==> src/serial_pkg.sv <==
package serial_pkg;
    // Port addresses of the serial block on the CPU I/O space.
    localparam logic [3:0] PORT_CTRL   = 4'hd;
    localparam logic [3:0] PORT_BUF_LO = 4'he;
    localparam logic [3:0] PORT_BUF_HI = 4'hf;
    // Control register field positions.
    localparam int CTL_IEN      = 0;
    localparam int CTL_START    = 1;
    localparam int CTL_SYNC     = 2;
    localparam int CTL_XMIT     = 3;
    localparam int CTL_CLK_INT  = 4;
    localparam int CTL_WLEN_LSB = 5;
    localparam logic [7:0] CTL_RESET = 8'h00;
    // Status register field positions.
    localparam int STS_READY = 0;
    localparam int STS_ERROR = 1;
    // Baud generator and shift clock timing.
    localparam int CLK_MHZ       = 100;
    localparam int BAUD_HALF_NS  = 1000;
    localparam int BAUD_HALF_CYC = BAUD_HALF_NS * CLK_MHZ / 1000;
    localparam logic [15:0] BAUD_HALF_LAST = 16'(BAUD_HALF_CYC - 1);
    localparam logic [3:0] DIV_RISE = 4'h7;
    localparam logic [3:0] DIV_FALL = 4'hf;
    localparam logic [2:0] CONFIRM_LAST = 3'h6;
    // Word length per select code, code 0 in the low five bits.
    localparam logic [39:0] WORD_LEN_DEFAULT = {5'd13, 5'd12, 5'd11, 5'd10,
                                                5'd9, 5'd8, 5'd7, 5'd16};
    localparam int FIFO_DEPTH = 8;
    localparam int WORD_W     = 16;
endpackage : serial_pkg

==> src/word_if.sv <==
interface word_if;
    logic        valid;
    logic        ready;
    logic [15:0] data;
    modport src (output valid, output data, input ready);
    modport dst (input valid, input data, output ready);
endinterface : word_if

==> src/word_fifo.sv <==
module word_fifo #(
    parameter int WIDTH = 16,
    parameter int DEPTH = 8
) (
    input  wire logic sys_clk_i,
    input  wire logic srst_i,
    word_if.dst       push,
    word_if.src       pop
);
    localparam int AW = $clog2(DEPTH);
    logic [WIDTH-1:0] mem [DEPTH];
    logic [AW-1:0]    wr_ptr;
    logic [AW-1:0]    rd_ptr;
    logic [AW:0]      count;
    logic [WIDTH-1:0] head;
    wire              do_wr   = push.valid && push.ready;
    wire              do_rd   = pop.valid && pop.ready;
    wire [AW-1:0]     next_rd = do_rd ? AW'(rd_ptr + 1'b1) : rd_ptr;

    // Full and empty come straight from the occupancy count.
    assign push.ready = (count != (AW+1)'(DEPTH));
    assign pop.valid  = (count != '0);
    assign pop.data   = head;

    // Head word is registered; a write into the slot about to be read is bypassed.
    always_ff @(posedge sys_clk_i) begin
        if (do_wr) begin
            mem[wr_ptr] <= push.data;
        end
        head <= (do_wr && wr_ptr == next_rd) ? push.data : mem[next_rd];
    end

    // Pointers and count.
    always_ff @(posedge sys_clk_i) begin
        if (srst_i) begin
            wr_ptr <= '0;
            rd_ptr <= '0;
            count  <= '0;
        end else begin
            wr_ptr <= do_wr ? AW'(wr_ptr + 1'b1) : wr_ptr;
            rd_ptr <= next_rd;
            count  <= (AW+1)'(count + do_wr - do_rd);
        end
    end
endmodule : word_fifo

==> src/serial_shift_port.sv <==
// What this block does
// - Shift clock equals bit clock in sync mode, bit clock over 16 in async.
// - Serial input sampled on shift clock rise into the top shift bit.
// - Serial output changes only on shift clock fall.
// - Sixteen-bit shift register, double buffered through two byte ports.
// - Bit counter advances on the shift clock for each bit of the word.
// - Bit clock pin is driven by the baud generator or taken as input.
// - Control register is write only; its port reads status instead.
// - Three-bit word length select picks one of eight bit counts.
// - Transmit shifts out the low bit while sampling input into the top.
// - Receive shifts in until the queue is full and holds serial output at one.
// - End of word flagged when the programmed bit count has shifted.
// - Interrupt on end of word only while interrupt enable is set.
// - Half duplex in async and sync alike, transmit or receive per control bit 3, variable length.
// - Control bit 2 low is async, high sync; sync ignores start detect.
// - Start detect waits seven low bit clock samples, resumes shifting after the eighth.
// - Ready set on buffer empty or full, cleared by buffer write or read.
// - Error set on transmit underflow at end of word, cleared by status read.
module serial_shift_port #(
    parameter logic [39:0] WORD_LEN_TABLE = serial_pkg::WORD_LEN_DEFAULT
) (
    input  wire logic       sys_clk_i,
    input  wire logic       srst_i,
    input  wire logic [3:0] io_addr_i,
    input  wire logic       io_wr_i,
    input  wire logic       io_rd_i,
    input  wire logic [7:0] io_wdata_i,
    output logic      [7:0] io_rdata_o,
    input  wire logic       si_i,
    output logic            so_o,
    input  wire logic       serial_bit_clock_pin_i,
    output logic            serial_bit_clock_pin_o,
    output logic            serial_bit_clock_pin_oe_o,
    output logic            irq_o,
    output logic            eow_o
);
    typedef enum logic [2:0] {
        ST_RUN     = 3'b001,
        ST_SEEK    = 3'b010,
        ST_CONFIRM = 3'b100
    } hunt_t;

    logic [7:0]  control;
    logic [15:0] shift_reg;
    logic [15:0] tx_buf;
    logic [15:0] rx_buf;
    logic        tx_pending;
    logic        ready;
    logic        error;
    logic [4:0]  bit_cnt;
    logic [3:0]  div_cnt;
    logic [2:0]  confirm_cnt;
    logic [3:0]  low_seen;
    logic [15:0] baud_cnt;
    logic        serial_bit_clock_pin_prev;
    hunt_t       state;
    hunt_t       next_state;

    word_if rx_push ();
    word_if rx_pop ();

    // Received words queue here so a slow CPU loses nothing until the queue is full.
    word_fifo #(
        .WIDTH (serial_pkg::WORD_W),
        .DEPTH (serial_pkg::FIFO_DEPTH)
    ) u_rx_fifo (
        .sys_clk_i (sys_clk_i),
        .srst_i    (srst_i),
        .push      (rx_push),
        .pop       (rx_pop)
    );

    // Control field decode.
    wire       ien         = control[serial_pkg::CTL_IEN];
    wire       start_en    = control[serial_pkg::CTL_START];
    wire       sync_mode   = control[serial_pkg::CTL_SYNC];
    wire       transmit_receive_select = control[serial_pkg::CTL_XMIT];
    wire       clk_int     = control[serial_pkg::CTL_CLK_INT];
    wire [2:0] word_length_select = control[serial_pkg::CTL_WLEN_LSB +: 3];
    wire       hunt_on     = start_en && !sync_mode;

    // Length lookup from the parameter table.
    wire [4:0] word_len = WORD_LEN_TABLE[word_length_select*5 +: 5];

    // Port decode.
    wire sel_ctl = (io_addr_i == serial_pkg::PORT_CTRL);
    wire sel_lo  = (io_addr_i == serial_pkg::PORT_BUF_LO);
    wire sel_hi  = (io_addr_i == serial_pkg::PORT_BUF_HI);
    wire wr_ctl  = io_wr_i && sel_ctl;
    wire wr_buf  = io_wr_i && (sel_lo || sel_hi);
    wire rd_sts  = io_rd_i && sel_ctl;
    wire rd_buf  = io_rd_i && (sel_lo || sel_hi);
    wire arm_on  = wr_ctl && io_wdata_i[serial_pkg::CTL_START] &&
                   !io_wdata_i[serial_pkg::CTL_SYNC];

    // Bit clock source: own generator driving the pin, or the pin as input.
    assign serial_bit_clock_pin_oe_o = clk_int;
    wire serial_bit_clock_pin = clk_int ? serial_bit_clock_pin_o : serial_bit_clock_pin_i;
    wire serial_bit_clock_pin_rise = serial_bit_clock_pin && !serial_bit_clock_pin_prev;
    wire serial_bit_clock_pin_fall = !serial_bit_clock_pin && serial_bit_clock_pin_prev;

    // The receive path stalls the shifter when its queue is full.
    wire stall   = !transmit_receive_select && !rx_push.ready;
    wire running = (state == ST_RUN) && !stall;

    // Shift clock edges: bit clock rate in sync, one sixteenth in async.
    wire async_rise = serial_bit_clock_pin_rise && (div_cnt == serial_pkg::DIV_RISE);
    wire async_fall = serial_bit_clock_pin_rise && (div_cnt == serial_pkg::DIV_FALL);
    wire shift_rise = running && (sync_mode ? serial_bit_clock_pin_rise : async_rise);
    wire shift_fall = running && (sync_mode ? serial_bit_clock_pin_fall : async_fall);

    // End of word when the last programmed bit has shifted in.
    wire last_bit = (bit_cnt == 5'(word_len - 5'd1));
    wire eow      = shift_rise && last_bit;

    // Receive words leave the shifter as they stood at end of word.
    assign rx_push.valid = eow && !transmit_receive_select;
    assign rx_push.data  = {si_i, shift_reg[15:1]};
    assign rx_pop.ready  = !transmit_receive_select && !ready;
    wire   rx_take       = rx_pop.valid && rx_pop.ready;

    // Control register is write only; reset leaves the port in receive.
    always_ff @(posedge sys_clk_i) begin
        if (srst_i) begin
            control <= serial_pkg::CTL_RESET;
        end else if (wr_ctl) begin
            control <= io_wdata_i;
        end
    end

    // Baud generator toggles the driven pin at a fixed half period.
    always_ff @(posedge sys_clk_i) begin
        if (srst_i) begin
            baud_cnt               <= '0;
            serial_bit_clock_pin_o <= 1'b0;
        end else if (baud_cnt == serial_pkg::BAUD_HALF_LAST) begin
            baud_cnt               <= '0;
            serial_bit_clock_pin_o <= !serial_bit_clock_pin_o;
        end else begin
            baud_cnt <= 16'(baud_cnt + 16'd1);
        end
    end

    // Edge detect on the selected bit clock.
    always_ff @(posedge sys_clk_i) begin
        if (srst_i) begin
            serial_bit_clock_pin_prev <= 1'b0;
        end else begin
            serial_bit_clock_pin_prev <= serial_bit_clock_pin;
        end
    end

    // Divide-by-16 counter; restarted whenever a start bit is confirmed.
    always_ff @(posedge sys_clk_i) begin
        if (srst_i || state != ST_RUN) begin
            div_cnt <= '0;
        end else if (serial_bit_clock_pin_rise && !stall) begin
            div_cnt <= 4'(div_cnt + 4'd1);
        end
    end

    // Start detect search. Sync mode never leaves the run state.
    always_comb begin
        next_state = state;
        case (state)
            ST_RUN: begin
                if (hunt_on && eow) begin
                    next_state = ST_SEEK;
                end
            end
            ST_SEEK: begin
                if (!hunt_on) begin
                    next_state = ST_RUN;
                end else if (serial_bit_clock_pin_rise && !si_i) begin
                    next_state = ST_CONFIRM;
                end
            end
            ST_CONFIRM: begin
                if (!hunt_on) begin
                    next_state = ST_RUN;
                end else if (serial_bit_clock_pin_rise && si_i) begin
                    next_state = ST_SEEK;
                end else if (serial_bit_clock_pin_rise && confirm_cnt == serial_pkg::CONFIRM_LAST) begin
                    next_state = ST_RUN;
                end
            end
            default: begin
                next_state = ST_RUN;
            end
        endcase
    end

    // The confirm counter counts low samples after the first one.
    always_ff @(posedge sys_clk_i) begin
        if (srst_i) begin
            state       <= ST_RUN;
            confirm_cnt <= '0;
        end else begin
            state <= arm_on ? ST_SEEK : next_state;
            if (state != ST_CONFIRM) begin
                confirm_cnt <= '0;
            end else if (serial_bit_clock_pin_rise) begin
                confirm_cnt <= 3'(confirm_cnt + 3'd1);
            end
        end
    end

    // Bit counter runs on the shift clock and wraps at the word end.
    always_ff @(posedge sys_clk_i) begin
        if (srst_i || state != ST_RUN) begin
            bit_cnt <= '0;
        end else if (shift_rise) begin
            bit_cnt <= last_bit ? 5'd0 : 5'(bit_cnt + 5'd1);
        end
    end

    // Shifter: input enters the top bit; a transmit word end loads a pending word instead.
    always_ff @(posedge sys_clk_i) begin
        if (srst_i) begin
            shift_reg <= '0;
        end else if (eow && transmit_receive_select && tx_pending) begin
            shift_reg <= tx_buf;
        end else if (shift_rise) begin
            shift_reg <= {si_i, shift_reg[15:1]};
        end
    end

    // Output bit moves only on the falling shift edge; receive marks.
    always_ff @(posedge sys_clk_i) begin
        if (srst_i) begin
            so_o <= 1'b1;
        end else if (shift_fall) begin
            so_o <= transmit_receive_select ? shift_reg[0] : 1'b1;
        end
    end

    // Transmit buffer halves load from the two byte ports.
    always_ff @(posedge sys_clk_i) begin
        if (srst_i) begin
            tx_buf <= '0;
        end else if (io_wr_i && sel_lo) begin
            tx_buf[7:0] <= io_wdata_i;
        end else if (io_wr_i && sel_hi) begin
            tx_buf[15:8] <= io_wdata_i;
        end
    end

    // A buffer write marks data pending; the word end consumes it.
    always_ff @(posedge sys_clk_i) begin
        if (srst_i) begin
            tx_pending <= 1'b0;
        end else if (wr_buf) begin
            tx_pending <= 1'b1;
        end else if (eow && transmit_receive_select) begin
            tx_pending <= 1'b0;
        end
    end

    // Receive buffer refills from the queue once software has read it.
    always_ff @(posedge sys_clk_i) begin
        if (srst_i) begin
            rx_buf <= '0;
        end else if (rx_take) begin
            rx_buf <= rx_pop.data;
        end
    end

    // Ready: the set event wins over a clearing access in the same cycle.
    wire ready_set = transmit_receive_select ? (eow && tx_pending) : rx_take;
    wire ready_clr = transmit_receive_select ? wr_buf : rd_buf;
    always_ff @(posedge sys_clk_i) begin
        if (srst_i) begin
            ready <= 1'b0;
        end else if (ready_set) begin
            ready <= 1'b1;
        end else if (ready_clr) begin
            ready <= 1'b0;
        end
    end

    // Underflow error: set wins over the clearing status read.
    wire underflow = eow && transmit_receive_select && !tx_pending;
    always_ff @(posedge sys_clk_i) begin
        if (srst_i) begin
            error <= 1'b0;
        end else if (underflow) begin
            error <= 1'b1;
        end else if (rd_sts) begin
            error <= 1'b0;
        end
    end

    // Read data: status on the control port, receive halves on the two buffer ports, zero elsewhere.
    wire [7:0] status = 8'({error, ready});
    always_ff @(posedge sys_clk_i) begin
        if (srst_i) begin
            io_rdata_o <= '0;
        end else if (io_rd_i) begin
            io_rdata_o <= sel_ctl ? status :
                          sel_lo  ? rx_buf[7:0] :
                          sel_hi  ? rx_buf[15:8] : 8'h00;
        end
    end

    // End of word and the gated interrupt leave as one-cycle pulses.
    always_ff @(posedge sys_clk_i) begin
        if (srst_i) begin
            eow_o <= 1'b0;
            irq_o <= 1'b0;
        end else begin
            eow_o <= eow;
            irq_o <= eow && ien;
        end
    end

    // Consecutive low samples during the search, counted apart from the search logic it checks.
    always_ff @(posedge sys_clk_i) begin
        low_seen <= (srst_i || wr_ctl || state == ST_RUN) ? 4'h0 :
                    serial_bit_clock_pin_rise ? (si_i ? 4'h0 : 4'(low_seen + 4'h1)) : low_seen;
    end
endmodule : serial_shift_port

==> config.mk <==
export PLATFORM = sky130hd
export DESIGN_NAME = serial_shift_port
export DESIGN_NICKNAME = d
export VERILOG_FILES = /design/src/serial_pkg.sv /design/src/word_if.sv /design/src/word_fifo.sv /design/src/serial_shift_port.sv
export SDC_FILE = /design/constraint.sdc
export NUM_CORES = 1
export LEC_CHECK = 0
export BUFFER_PORTS_ARGS = -buffer_cell sky130_fd_sc_hd__buf_4
export CORE_ASPECT_RATIO = 1.5
export CORE_UTILIZATION = 50
export CTS_CLUSTER_SIZE = 40
export DETAILED_ROUTE_END_ITERATION = 10
export HOLD_SLACK_MARGIN = 0.03
export PLACE_DENSITY = 0.64
export SETUP_SLACK_MARGIN = 0.15
export SYNTH_ARGS = -nofsm -noshare
export SYNTH_HDL_FRONTEND = slang
export SYNTH_SLANG_ARGS = --single-unit
==> constraint.sdc <==
create_clock -name sys_clk_i -period 4.4 [get_ports sys_clk_i]
set_input_delay 0.22 -clock sys_clk_i [delete_from_list [all_inputs] [get_ports sys_clk_i]]
set_output_delay 0.22 -clock sys_clk_i [all_outputs]
set_load 0.01 [all_outputs]
### Word level (Yosys, flattened, before mapping)

Memories as Yosys holds them, arrays and structs flattened. A register that Yosys moved wholly into a read port is not among the register bits.
Index checks and enable logic that the tools add are counted.

| word-level totals | value |
|---|---|
| register bits after elaboration | 113 |
| memory bits (writable) | 128 |
| input bits | 18 |
| output and inout port bits | 13 |
| logic and storage cells | 141 |
| memories kept | 1 |

| cells by class | value |
|---|---|
| add/subtract/negate cells | 9 |
| multipliers | 1 |
| eq/ne operators | 20 |
| shifts and indexed selects | 1 |
| multiplexer cells | 29 |
| bitwise operators | 1 |
| reduce and logical (&&, ||, !) cells | 56 |

Memory list:

| memory | depth | bits a word | rd ports | clocked after Yosys merged registers in | write ports | line | source |
|---|---|---|---|---|---|---|---|
| u_rx_fifo.mem | 8 | 16 | 1 | 1 | 1 | word_fifo.sv:11 | `logic [WIDTH-1:0] mem [DEPTH];` |

Operator list:

| cell | number |
|---|---|
| indexed part select 40 x 7 -> 5 bit (first input constant) | 1 |
| logical AND 1 bit | 32 |
| 2-to-1 mux 16 bit | 2 |
| 2-to-1 mux 8 bit | 3 |
| 2-to-1 mux 3 bit | 7 |
| adder 16 x 1 -> 16 bit (second input constant) | 1 |
| == test 16 x 7 -> 1 bit (second input constant) | 1 |
| == test 4 bit (second input constant) | 4 |
| 2-to-1 mux 1 bit | 14 |
| inequality test 4 bit (second input constant) | 3 |
| logical NOT 1 bit | 11 |
| adder 3 x 1 -> 3 bit (second input constant) | 3 |
| inequality test 3 bit (second input constant) | 3 |
| one-hot mux 3 bit (3 select lines) | 1 |
| nonzero test 2 bit | 4 |
| == test 3 bit (second input constant) | 2 |
| multiplier 3 x 3 -> 6 bit (second input constant) | 1 |
| AND reduction 3 bit | 2 |
| OR reduction 2 bit | 3 |
| adder 5 x 1 -> 5 bit (second input constant) | 1 |
| == test 5 bit | 1 |
| 2-to-1 mux 5 bit | 1 |
| inequality test 5 bit (second input constant) | 1 |
| subtractor 5 x 1 -> 5 bit (second input constant) | 1 |
| 13 further kinds | 14 |

### Logic depth before layout (Yosys ltp)

| logic depth | value |
|---|---|
| depth in word-level cells | 11 |
| gate-level depth with buffers | 12 |
| gate-level depth less buffers | 11 |

### Hierarchy

Synthesis repeated with hierarchy kept, for this count alone.

| unflattened totals | value |
|---|---|
| cells, all modules | 780 |
| area total of the unflattened synthesis | 10,038.4 sq um |

Modules (own cells, without submodules):

| module | times used | cells an instance | area each (sq um) | seq. area each (sq um) |
|---|---|---|---|---|
| word_fifo | 1 | 267 | 5,585.4 | 4,103.9 |
| serial_shift_port | 1 | 513 | 4,453.0 | 2,062.0 |

### Least setup slack after synthesis

OpenSTA, ideal clock, no wires.

| timing path | value |
|---|---|
| path type | register -> register |
| from | register div_cnt[0] |
| to | memory u_rx_fifo.mem[0][0] (enable) |
| data arrival time | 2.813 ns |
| data required time | 3.991 ns |
| setup slack | 1.178 ns |
| stages on the path, launching flop included | 7 |
| buffers on the path | 0 |
| clock period less this slack | 3.222 ns |
| path through | dfxtp_1 ha_1 nand3b_1 a211oi_4 nand4_2 or4_4 nor3_1 |

| between the ends | value |
|---|---|
| longest elaborated chain between the ends | 9 |

RTL lines:

| item | line | source |
|---|---|---|
| start: declaration | serial_shift_port.sv:51 | `logic [3:0] div_cnt;` |
| start signal: assignment | serial_shift_port.sv:158 | `div_cnt <= 4'(div_cnt + 4'd1);` |
| == test 4 x 3 -> 1 bit | serial_shift_port.sv:107 | `wire async_rise = serial_bit_clock_pin_rise && (div_cnt == serial_pkg::DIV_RISE);` |
| logical AND 1 bit | serial_shift_port.sv:107 |  |
| 2-to-1 mux 1 bit | serial_shift_port.sv:109 | `wire shift_rise = running && (sync_mode ? serial_bit_clock_pin_rise : async_rise);` |
| logical AND 1 bit | serial_shift_port.sv:109 |  |
| logical AND 1 bit | serial_shift_port.sv:114 | `wire eow = shift_rise && last_bit;` |
| logical AND 1 bit | serial_shift_port.sv:117 | `assign rx_push.valid = eow && !transmit_receive_select;` |
| logical AND 1 bit | word_fifo.sv:16 | `wire do_wr = push.valid && push.ready;` |
| 2-to-1 mux 1 bit | word_fifo.sv:27 | `if (do_wr) begin` |
| 2-to-1 mux 1 bit (not written as such) | word_fifo.sv:28 | `mem[wr_ptr] <= push.data;` |
| end: declaration | word_fifo.sv:11 |  |

No other way between the ends.

### Final worst setup path

| timing path | value |
|---|---|
| from | register control[7] |
| to | register u_rx_fifo.count[1] |

| between the ends | value |
|---|---|
| longest elaborated chain between the ends | 9 |

RTL lines:

| item | line | source |
|---|---|---|
| start: declaration | serial_shift_port.sv:43 | `logic [7:0] control;` |
| start signal: assignment | serial_shift_port.sv:125 | `control <= serial_pkg::CTL_RESET;` |
| start signal: assignment | serial_shift_port.sv:127 | `control <= io_wdata_i;` |
| multiplier 3 x 3 -> 6 bit | serial_shift_port.sv:83 | `wire [4:0] word_len = WORD_LEN_TABLE[word_length_select*5 +: 5];` |
| indexed part select 40 x 7 -> 5 bit | serial_shift_port.sv:83 |  |
| subtractor 5 x 1 -> 5 bit | serial_shift_port.sv:113 | `wire last_bit = (bit_cnt == 5'(word_len - 5'd1));` |
| == test 5 bit | serial_shift_port.sv:113 |  |
| logical AND 1 bit | serial_shift_port.sv:114 |  |
| logical AND 1 bit | serial_shift_port.sv:117 |  |
| logical AND 1 bit | word_fifo.sv:16 |  |
| via u_rx_fifo.do_wr | word_fifo.sv:16 |  |
| adder 4 x 1 -> 4 bit | word_fifo.sv:42 | `count <= (AW+1)'(count + do_wr - do_rd);` |
| subtractor 4 x 1 -> 4 bit | word_fifo.sv:42 |  |
| end signal: assignment | word_fifo.sv:42 |  |
| end: declaration | word_fifo.sv:14 | `logic [AW:0] count;` |

The timed path passes the listed nets, and every way through them passes these cells.
A chain may end at the register's enable or synchronous reset.

==> results.yml <==
synth:
  syn_area_per_cell_um2: 13.0
  synthCells: 777
  synth_top_area_frac: 0.381
  synth_edf_count: 128
  synthAdderAreaFrac: 0.0181
  yosys-top-cells-area: "edfxtp_1, dfxtp_1, mux4_2, mux2i_1, nor2_1"
  ys_types: 68
  synthXorXnorAreaFrac: 0.0226
  synthSimpleGateAreaFrac: 0.129
  yosysTopAreaCell: "edfxtp_1"
  synthesis.nets: 809
  ys_seq_elements: 244
  yosysWarnings: 0
  synth-compound-area-share: 0.0731
  synth_top_family_by_area: "simple AND/OR/NAND/NOR gates"
  syn_area_um2: 10100
  synth_mux_area_frac: 0.120
  ys_seq_area_frac: 0.611
  yosys_most_used_dff: "edfxtp_1"
  synth_async_sr_flop_share: 0
power_and_ir_drop:
  intPower_mw: 4.20
  p_switching_mw: 1.46
  peakVddDrop_v: 0.000373
  cellPowerDensity_nw_per_um2: 495
  pwr-share-clk: 0.372
  pwr-share-seq: 0.473
  leakagePower_nw: 4.05
  comb_power_share: 0.156
  swShare: 0.258
cts:
  htreeDepth: 1
  root_buffer: "clkbuf_16"
  cts_tree: "yes"
  path_clk_slew_ns: 0.07
  cts_max_path_buffers: 3
  numCtsBuffers: 23
  ctsResizeCount: 0
  insertion_delay_ns: 0.51
  clock-sinks: 244
placed_design:
  placed_cell_area_um2: 10500
  gp_congestion: 0.748
  io_buffers: 30
  dp_hpwl_mm: 14.3
min_path:
  hold_class: "in -> reg"
  min-delay-start: "si_i"
global_routing:
  grt_pass1_vias: 6307
  grt_use_total: 0.209
  grt_pass1_wl_mm: 33.8
  antenna_found_initial: 0
  grt_start_max_net_pins: 50
  grt.overflow.total: 0
floorplanning:
  rows: 63
  die_h_um: 176
  pin_count: 31
  coreArea_um2: 19800
  die_area_um2: 20800
  start_util: 0.510
  die_w_um: 118
setup_path:
  crit_start: "control[7]"
  startpoint_type: "register"
  criticalPathCategory: "reg -> reg"
  path_max_fanout: 21
  critical_path_required_ns: 4.78
  cp.arrival_ns: 3.14
  r2r_start: "control[7]"
  endpoint_kind: "register"
sta:
  rsz0062_at_grt: "no"
  slew_headroom: 0.193
  fmax_mhz: 363
  skew_ns: 0.0107
  final-hold-violation-count: 0
  drv_slew: 0
  post-route-min-period_ns: 2.76
  setup_viol: 0
  worst-slew-pin-transition_ns: 1.21
  fin_setup_tns_ns: 0
  period_share: 0.626
route:
  via_count: 6232
  ant_nets: 0
  vias_per_cell: 5.76
  finalWirelength_mm: 21.4
  drtPass1Iterations: 5
  drt-initial-drc-count: 419
  routedWlPerCell_um: 19.8
  drc: 0
final_layout:
  area_delta_synth_final_pct: 13.3
  largest_register_ffs: 128
  diodes: 0
  fill_cells: 1604
  largest-register: "u_rx_fifo.mem"
  fin_area_um2: 11400
  nNetsFinal: 838
  drive_gt1_frac: 0.180
  utilization: 0.577
run:
  drv_cap: 0
status:
  status: "completed"
-- synth_stat cells (3+ instances only) --
library cell,number
a21oi_1,29
mux4_2,32
or3_1,3
and4_1,5
clkbuf_1,28
a211oi_1,19
nand2_1,28
buf_2,10
edfxtp_1,128
and3_1,9
buf_4,3
o21ai_1,3
nand4_1,7
dfxtp_1,116
mux2i_1,35
nor3_1,11
nor4_1,4
nor2b_1,9
inv_1,10
xnor2_1,8
nor3b_1,4
mux2_2,11
buf_1,4
nand3_1,46
nor2_1,86
nand2b_1,11
a311oi_1,17
nand3b_1,5
xor2_1,18
ha_1,13
o21ai_0,17
or2_2,3
-- power groups by stage --
stage	logic [mW]	clock network, mW	registers [mW]
CTS	0.894	2.13	2.68
global route	0.972	2.22	2.70
detailed placement	0.884	0	2.73
finish	0.880	2.10	2.67
global placement	0.865	0	2.72
floorplan	0.759	0	2.61
-- kinds of logic (layout without fill, tap and decap cells) --
logic type                 Yosys count  after routing
buffers and inverters               58            103
DFF                                244            244
adders and majority gates           14             14
and+or+nand+nor                    250            250
xor gates and xnor gates            26             26
muxes                               79             79
AOI/OAI and AO/OA                  106            106
-- critical path: stages, from the launching register on --
cell and delay, ns:
dfxtp_1 0.46, xnor2_1 0.18, mux2i_1 0.33, a211o_1 0.55
nand2_1 0.19, nor2_1 0.17, ha_1 0.20, fa_1 0.41
nor2b_1 0.13
-- final timing paths --
kind | to | slack (ns) | cells after the start
worst max-delay path | u_rx_fifo.count[1] | 1.64 | 8
worst min-delay path | u_rx_fifo.mem[4][15] | 0.06 | 1
worst max register to register | u_rx_fifo.count[1] | 1.64 | 8
worst min register to register | register | 0.46 | 1
-- through the flow --
stage                     cells  total power, mW  setup slack [ns]  hold slack [ns]
final                      1082             5.66              1.64           0.0562
after global routing       1082             5.89              1.40           0.0525
after CTS                  1082             5.70              1.61           0.0426
after detailed placement   1033             3.61              1.63            0.444
after global placement     1033             3.58              1.81            0.440
after floorplan             777             3.37              1.18            0.319
-- layout by cell type, fill, tap and decap left out, types with 3 or more instances in the layout --
master and count:
a211oi_1 19, a21oi_1 29, a311oi_1 17, and3_1 9, and4_1 5, buf_4 44, bufinv_16 4, clkbuf_16 24
clkinv_2 4, clkinvlp_4 5, dfxtp_1 114, dlygate4sd3_1 8, edfxtp_1 128, ha_1 13, inv_1 10, mux2_2 11
mux2i_1 35, mux4_2 32, nand2_1 28, nand2b_1 11, nand3_1 46, nand3b_1 5, nand4_1 7, nor2_1 86
nor2b_1 9, nor3_1 10, nor3b_1 4, nor4_1 4, o21ai_0 17, o21ai_1 3, or2_2 3, or3_1 3
xnor2_1 8, xor2_1 18
-- layout make-up --
type	instances	area, um^2	area share
clock buffers	25	604	0.0529
clock inverters	16	201	0.0176
inverters	10	37.5	0.00329
multi-input cells	475	3670	0.322
flip-flops and latches	244	6170	0.540
well taps	260	325	0.0285
repair buffers	52	410	0.0359
-- routing by layer --
layer,GRT usage,wire [um]
met5,0,0
met4,0.0871,793
met2,0.398,11600
met1,0.236,8310
met3,0.0233,741
-- what timing repair did --
action | CTS | global route
endpoints found under the setup margin | 0 | 0
buffers inserted | 0 | 0
hold endpoints to repair | 23 | 0
hold buffers | 8 | 0
No activity file was read; power rests on OpenSTA's default activity.
